[config.mk]
export PLATFORM = sky130hd
export DESIGN_NAME = regulator_status_readback
export DESIGN_NICKNAME = d
export VERILOG_FILES = /design/src/core/regstat_pkg.sv /design/src/core/regulator_status_readback.sv
export SDC_FILE = /design/constraint.sdc
export NUM_CORES = 1
export LEC_CHECK = 0
export BUFFER_PORTS_ARGS = -buffer_cell sky130_fd_sc_hd__buf_2
export CAP_MARGIN = 40
export CORE_UTILIZATION = 36
export DETAILED_ROUTE_END_ITERATION = 8
export GPL_ROUTABILITY_DRIVEN = 0
export PLACE_DENSITY_LB_ADDON = 0.25
export REMOVE_ABC_BUFFERS = 1
export SYNTH_ARGS = -nofsm -noshare
export SYNTH_HDL_FRONTEND = slang
export SYNTH_SLANG_ARGS = --single-unit
[constraint.sdc]
create_clock -name sys_clk -period 1.27 [get_ports sys_clk]
set_clock_uncertainty 0.15 [all_clocks]
set_input_delay 0.0635 -clock sys_clk [delete_from_list [all_inputs] [get_ports sys_clk]]
set_output_delay 0.0635 -clock sys_clk [all_outputs]
set_load 0.03 [all_outputs]
[src/core/regstat_pkg.sv]
// regstat_pkg: offsets, field positions and reset values for the regulator status bank
// assumes: 8-bit register port with 8-bit addresses inside the power-management device
package regstat_pkg;
    localparam int          DATA_W            = 8;
    localparam int          ADDR_W            = 8;
    localparam logic [7:0]  STEPDOWN_STATUS   = 8'h1E;
    localparam logic [7:0]  LINREG_STATUS     = 8'h1F;
    localparam logic [7:0]  TOP_EVENT_MASK    = 8'h20;
    // field positions shared by both status registers
    localparam int          BIT_REG1_ON       = 7;
    localparam int          BIT_REG1_VBAD     = 6;
    localparam int          BIT_REG1_LIMIT    = 4;
    localparam int          BIT_REG0_ON       = 3;
    localparam int          BIT_REG0_VBAD     = 2;
    localparam int          BIT_REG0_LIMIT    = 0;
    // top-level mask fields
    localparam int          BIT_MASK_PGOOD    = 7;
    localparam int          BIT_MASK_EXTCLK   = 4;
    localparam int          BIT_MASK_THERMAL  = 2;
    localparam int          BIT_MASK_LOADMEAS = 0;
    localparam logic [7:0]  MASK_WRITABLE     = 8'h95;
    localparam logic [7:0]  MASK_RESET        = 8'h00;
    localparam logic [7:0]  STATUS_RESET      = 8'h00;
    localparam logic [7:0]  UNMAPPED_READ     = 8'h00;
    localparam int          EVENT_W           = 4;
    localparam logic [3:0]  EVENTS_NONE       = 4'h0;
endpackage : regstat_pkg

[src/core/regulator_status_readback.sv]
// regulator_status_readback: status bank of two step-down and two linear regulators,
// top-level event mask, latched top-level event flags and the masked event request.
// assumes: raw regulator levels are synchronous to sys_clk; register port is a simple
// synchronous read/write strobe port driven by the serial control logic.
// How it works
// - bit7 step-down status: regulator 1 enabled
// - bit6 step-down status: regulator 1 voltage bad
// - bit4 step-down status: regulator 1 limiting
// - bit3 step-down status: regulator 0 enabled
// - bit2 step-down status: regulator 0 voltage bad
// - bit0 step-down status: regulator 0 limiting
// - bit7 linear status: regulator 1 enabled
// - bit6 linear status: regulator 1 voltage bad
// - bit4 linear status: regulator 1 limiting
// - bit3 linear status: regulator 0 enabled
// - bit2 linear status: regulator 0 voltage bad
// - bit0 linear status: regulator 0 limiting
// - mask bit 1 suppresses the request; flag still latches, status untouched
// - event flags latch; write 1 clears
`timescale 1ns/1ps
`default_nettype none

module regulator_status_readback #(
    parameter int EVENT_W = regstat_pkg::EVENT_W
) (
    input  wire logic                   sys_clk,
    input  wire logic                   rst,
    input  wire logic                   clk_en,
    // register port
    input  wire logic                   reg_wr,
    input  wire logic                   reg_rd,
    input  wire logic [7:0]             reg_addr,
    input  wire logic [7:0]             reg_wdata,
    output logic      [7:0]             reg_rdata,
    output logic                        reg_rvalid,
    // raw regulator levels
    input  wire logic                   stepdown1_on,
    input  wire logic                   stepdown1_vout_bad,
    input  wire logic                   stepdown1_limiting,
    input  wire logic                   stepdown0_on,
    input  wire logic                   stepdown0_vout_bad,
    input  wire logic                   stepdown0_limiting,
    input  wire logic                   linreg1_on,
    input  wire logic                   linreg1_vout_bad,
    input  wire logic                   linreg1_limiting,
    input  wire logic                   linreg0_on,
    input  wire logic                   linreg0_vout_bad,
    input  wire logic                   linreg0_limiting,
    // top-level events: pgood, extclk, thermal, load measurement ready
    input  wire logic [EVENT_W-1:0]     top_event_pulse,
    input  wire logic                   event_flag_clear_wr,
    input  wire logic [EVENT_W-1:0]     event_flag_clear,
    output logic      [EVENT_W-1:0]     event_flags,
    output logic                        event_irq,
    output logic      [7:0]             top_event_mask
);

    // elaboration check: the mask mapping below serves exactly four events,
    // so any other width is refused before anything runs
    if (EVENT_W != regstat_pkg::EVENT_W) begin : g_bad_event_w
        $error("EVENT_W must be 4");
    end

    // packs one regulator pair into the shared status layout, reserved bits zero
    function automatic logic [7:0] pack_status(
        input logic on1, input logic bad1, input logic lim1,
        input logic on0, input logic bad0, input logic lim0);
        logic [7:0] v;
        v = regstat_pkg::STATUS_RESET;
        v[regstat_pkg::BIT_REG1_ON]    = on1;
        v[regstat_pkg::BIT_REG1_VBAD]  = bad1;
        v[regstat_pkg::BIT_REG1_LIMIT] = lim1;
        v[regstat_pkg::BIT_REG0_ON]    = on0;
        v[regstat_pkg::BIT_REG0_VBAD]  = bad0;
        v[regstat_pkg::BIT_REG0_LIMIT] = lim0;
        return v;
    endfunction : pack_status

    logic [7:0]         stepdown_status;
    logic [7:0]         linreg_status;
    logic [EVENT_W-1:0] mask_vec;
    logic [7:0]         next_rdata;
    logic               mask_hit;
    logic [EVENT_W-1:0] next_flags;
    logic               next_irq;

    assign stepdown_status = pack_status(stepdown1_on, stepdown1_vout_bad, stepdown1_limiting,
                                         stepdown0_on, stepdown0_vout_bad, stepdown0_limiting);
    assign linreg_status = pack_status(linreg1_on, linreg1_vout_bad, linreg1_limiting,
                                       linreg0_on, linreg0_vout_bad, linreg0_limiting);

    assign mask_vec = {top_event_mask[regstat_pkg::BIT_MASK_LOADMEAS],
                       top_event_mask[regstat_pkg::BIT_MASK_THERMAL],
                       top_event_mask[regstat_pkg::BIT_MASK_EXTCLK],
                       top_event_mask[regstat_pkg::BIT_MASK_PGOOD]};
    assign mask_hit = reg_wr && (reg_addr == regstat_pkg::TOP_EVENT_MASK);

    // read decode; status registers reflect raw levels, never latched
    always_comb begin
        case (reg_addr)
            regstat_pkg::STEPDOWN_STATUS: next_rdata = stepdown_status;
            regstat_pkg::LINREG_STATUS:   next_rdata = linreg_status;
            regstat_pkg::TOP_EVENT_MASK:  next_rdata = top_event_mask;
            default:                      next_rdata = regstat_pkg::UNMAPPED_READ;
        endcase
    end

    assign next_flags = (event_flags & ~(event_flag_clear_wr ? event_flag_clear
                                                             : regstat_pkg::EVENTS_NONE))
                        | top_event_pulse;
    assign next_irq = |(next_flags & ~mask_vec);

    // read data registered one cycle after the strobe
    always_ff @(posedge sys_clk or posedge rst) begin
        if (rst) begin
            reg_rdata  <= regstat_pkg::UNMAPPED_READ;
            reg_rvalid <= 1'b0;
        end else if (clk_en) begin
            reg_rvalid <= reg_rd;
            if (reg_rd)
                reg_rdata <= next_rdata;
        end
    end

    always_ff @(posedge sys_clk or posedge rst) begin
        if (rst)
            top_event_mask <= regstat_pkg::MASK_RESET;
        else if (clk_en && mask_hit)
            top_event_mask <= reg_wdata & regstat_pkg::MASK_WRITABLE;
    end

    always_ff @(posedge sys_clk or posedge rst) begin
        if (rst) begin
            event_flags <= regstat_pkg::EVENTS_NONE;
            event_irq   <= 1'b0;
        end else if (clk_en) begin
            event_flags <= next_flags;
            event_irq   <= next_irq;
        end
    end

    // per-event checks; each flag is its own latch, so each gets its own copy
    for (genvar k = 0; k < EVENT_W; k++) begin : g_event_checks

    end
endmodule : regulator_status_readback
`default_nettype wire

# After elaboration in Yosys (flattened, before gate mapping)
# Cells that the tools add are included.
[word_totals]
register_bits = 18
latch_bits = 0
mem_bits_rw = 0
romBits = 0
inputBits = 42
output_inout_bits = 22
word_cells = 19
n_memories = 0
[classes]
add_sub_neg = 0
n_mul = 0
div = 0
magnitude_cmp = 0
eq_ne = 3
shift = 0
mux = 2
bitwise = 5
n_reduce_logical = 4
[op_table]
columns = ["cell", "n"]
rows = [
  ["$pmux W8 S3", 1],
  ["$eq A8 B5 Y1 const B", 2],
  ["$and A4 B4 Y4", 2],
  ["$eq A8 B6 Y1 const B", 1],
  ["$not A4 Y4", 2],
  ["$mux W4", 1],
  ["$or A4 B4 Y4", 1],
  ["$reduce_or A4 Y1", 1],
  ["$logic_and A1 B1 Y1", 2],
  ["$reduce_and A2 Y1", 1],
]

# Logic depth before layout (Yosys ltp)
[depth]
depth_word = 6
mapped_depth = 4
depth_no_buf = 3

# Least setup slack after synthesis
# OpenSTA, ideal clock, no wires.
[synth_timing]
kind = "input port to flip-flop"
startpoint = "input reg_addr[0]"
endpoint = "register top_event_mask[0]"
setup_ps = 125
t_arrival_ps = 1312
required_time_ps = 995
setup_slack_ps = -317
path_stages = 4
path_buffers = 1
cell_sequence = "buf_6 -> or4_4 -> nor3_4 -> mux2_2"
[synth_via]
elab_chain_len = 3
[synth_lines]
columns = ["element", "line", "source"]
rows = [
  ["from (decl)", "regulator_status_readback.sv:32", "input wire logic [7:0] reg_addr,"],
  ["$eq A8 B6 Y1", "regulator_status_readback.sv:96", "assign mask_hit = reg_wr && (reg_addr == regstat_pkg::TOP_EVENT_MASK);"],
  ["$logic_and A1 B1 Y1", "regulator_status_readback.sv:96", ""],
  ["$logic_and A1 B1 Y1", "regulator_status_readback.sv:128", "else if (clk_en && mask_hit)"],
  ["to (signal assigned)", "regulator_status_readback.sv:127", "top_event_mask <= regstat_pkg::MASK_RESET;"],
  ["to (signal assigned)", "regulator_status_readback.sv:129", "top_event_mask <= reg_wdata & regstat_pkg::MASK_WRITABLE;"],
  ["to (decl)", "regulator_status_readback.sv:55", "output logic [7:0] top_event_mask"],
]
# No other way between the ends.
# A chain may end at the register's enable or synchronous reset.

# Worst setup path after layout
[layout_timing]
startpoint = "input reg_addr[4]"
endpoint = "register top_event_mask[2]"
# Same word-level chain as after synthesis.

==> results.sh <==
export IMPL_layoutNonFillerInstCount=189
export IMPL_holdPathStages=3
export IMPL_syn_instance_count=82
export IMPL_status="finished, violations left"
export IMPL_drc=0
export IMPL_leakagePower_nw=0.770
export IMPL_synth_cell_types=28
export IMPL_yosys_warnings=0
export IMPL_fin_crit_ps=1370
export IMPL_hold_viol=0
export IMPL_setup_viol=4
export IMPL_critical_path_max_stage_delay_ps=550
export IMPL_maxCapViolCount=0
export IMPL_final_nets=205
export IMPL_clk_insertion_delay_late_ps=280
export IMPL_rrSetupSlack_ps=40
export IMPL_dieWidth_um=51.9
export IMPL_placed_cell_area_um2=1210
export IMPL_rsz0062_at_grt="yes"
export IMPL_track_usage_pct=21.5
export IMPL_violations="setup timing"
export IMPL_synth_async_reset_ratio_pct=100
export IMPL_ir_drop_mv=0.679
export IMPL_antenna_found_initial=0
export IMPL_min_path_type="input port to flop"
export IMPL_ios=64
export IMPL_gr_total_overflow=0
export IMPL_cp_required_ps=1290
export IMPL_netlist_area_um2=895
export IMPL_netlist_top_cells_count="16 x dfrtp_1, 6 x a22o_1, 6 x buf_4, 6 x mux2_2"
export IMPL_finalCritPeriodShare_pct=108
export IMPL_cts_repair_timing_setup_buffer_count=0
export IMPL_dp_cells=167
export IMPL_cts_tree="done"
export IMPL_yosys_area_top_type="dfrtp_1"
export IMPL_grt_pass1_wl_mm=4.10
export IMPL_cp_max_fo=4
export IMPL_post_drt_wl_per_cell_um=13.7
export IMPL_worst_slack_ps=-95.9
export IMPL_initial_core_util_pct=39.3
export IMPL_synth_seq_cells=16
export IMPL_wl_mm=2.58
export IMPL_initialDrtViolationCount=12
export IMPL_ctsRootBufferMaster="clkbuf_4"
export IMPL_r2r_cells=3
export IMPL_fill_cells=188
export IMPL_drive_above_1_share_pct=48.4
export IMPL_core_rowCount=17
export IMPL_fmax_mhz=732
export IMPL_startpoint_type="input port"
export IMPL_ctsHtreeMaxLevel=1
export IMPL_postSynthAreaPerCell_um2=10.9
export IMPL_core_area_um2=2280
export IMPL_cts_reportedPaths_clkPinSlew_ps=80
export IMPL_die_y_um=51.9
export IMPL_io_buffers=53
export IMPL_synth_edf_count=0
export IMPL_worst_setup_path_type="input port to flop"
export IMPL_design_area_um2=1480
export IMPL_slew_viol_final=0
export IMPL_multi_input_area_um2=472
export IMPL_drtPass1Iterations=4
export IMPL_yosysMostFrequentCell="dfrtp_1"
export IMPL_dp_hpwl_mm=1.80
export IMPL_clock_tree_buffer_depth=2
export IMPL_synth_area_top_cells="dfrtp_1 45%, mux2_2 7.6%, a22o_1 5.9%"
export IMPL_ant_nets=0
export IMPL_vias_per_cell=4.90
export IMPL_ys_seq_area_share_pct=44.8
export IMPL_p_per_area_nw_per_um2=763
export IMPL_numClockSinks=16
export IMPL_grt_pass1_vias=941
export IMPL_crit_path_end_kind="flop"
export IMPL_critical_path_arrival_ps=1380
export IMPL_grt_max_degree=17
export IMPL_cts_buffers=3
export IMPL_crit_slowest_cell="or4b_4"
export IMPL_seq_area_um2=400
export IMPL_syn2layout_area_growth_pct=65.5
export IMPL_cp_cell_sequence="buf_6 > or4b_4 > nor3_4 > mux2_4"
export IMPL_antenna_cells=0
export IMPL_synth_top_area_share_pct=44.8
export IMPL_num_vias=927
export IMPL_ys_flop_type="dfrtp_1"
export IMPL_dieArea_um2=2690
[placed cells by master, fill, tap and decap left out, types with 2 or more instances in the layout]
cell	count
inv_1	4
a22o_1	6
or4b_4	2
buf_6	2
mux2_2	2
buf_2	51
conb_1	6
nand3_1	5
dlygate4sd3_1	19
dfrtp_1	16
clkbuf_4	3
mux2i_1	4
mux2_4	4
buf_4	9
nor4_1	3
nor3_4	2
nand2_1	5
nor2b_1	3
a221o_1	4
[per-stage QoR]
stage               power (mW)  utilization (%)  hold slack (ps)  setup TNS [ps]  setup WS (ps)
CTS                       1.13             63.6             34.6            -319          -86.0
floorplan                0.698                -             -173           -1940           -273
detailed placement       0.823             53.3            -73.1           -3780           -433
finish                    1.13             65.0             30.0            -365          -95.9
global route              1.20             65.0             39.0            -419          -98.3
global placement         0.818             53.3            -76.9           -3410           -398
[what timing repair did]
| item | 4_1_cts | 5_1_grt |
|---|---|---|
| endpoints found under the hold margin | 28 | 0 |
| resized for setup | 4 | 8 |
| gates cloned | 0 | 0 |
| setup endpoints to repair | 10 | 5 |
| pin swaps | 1 | 3 |
| hold buffers | 19 | 0 |
[kinds of logic after synthesis]
| kind of cell | after synthesis | share of synthesized area, % |
|---|---|---|
| flops | 16 | 44.8 |
| mux | 10 | 12.0 |
| compound gates | 16 | 15.5 |
| other cells | 1 | 0.419 |
| simple gates | 25 | 18.0 |
| buf+inv | 14 | 9.23 |
[sequential cells by signal, summed over array words and instances, names as in the netlist]
name	count
top_event_mask	4
reg_rdata	6
reg_rvalid	1
event_irq	1
event_flags	4
[power breakdown]
group          switching, mW  internal (mW)  total [mW]  leakage [nW]
clock network          0.143          0.110       0.253        0.0138
logic                  0.173          0.157       0.330         0.554
registers             0.0160          0.531       0.547         0.202
total                  0.332          0.798        1.13         0.770
[metal layers]
metal	up-vias	wire length, um	global-route usage, %
met3	4	114	5.56
li1	457	-	-
met4	0	34	9.91
met5	-	0	0
met2	28	1410	39.1
met1	438	1020	22.7
[critical path, delay by kind of cell]
family                 cells  cell delay [ps]
AND/OR/NAND/NOR            2              890
multiplexers               1              330
buffers and inverters      1               90
[final timing paths]
kind | to | from
max | top_event_mask[2] | reg_addr[4]
min | event_irq | top_event_pulse[1]
max reg2reg | event_irq | top_event_mask[0]
min reg2reg | reg_rdata[7] | reg_rdata[7]
max in group asynchronous | event_flags[0] | rst
min in group asynchronous | event_flags[1] | rst
[layout make-up]
class	instances	area share (%)
multi-input cells	57	31.9
clock buffers	3	1.52
inverters	4	1.01
flip-flops and latches	16	27.0
well taps	28	2.37
repair buffers	81	36.2
Power figures use the tool's default switching activity.
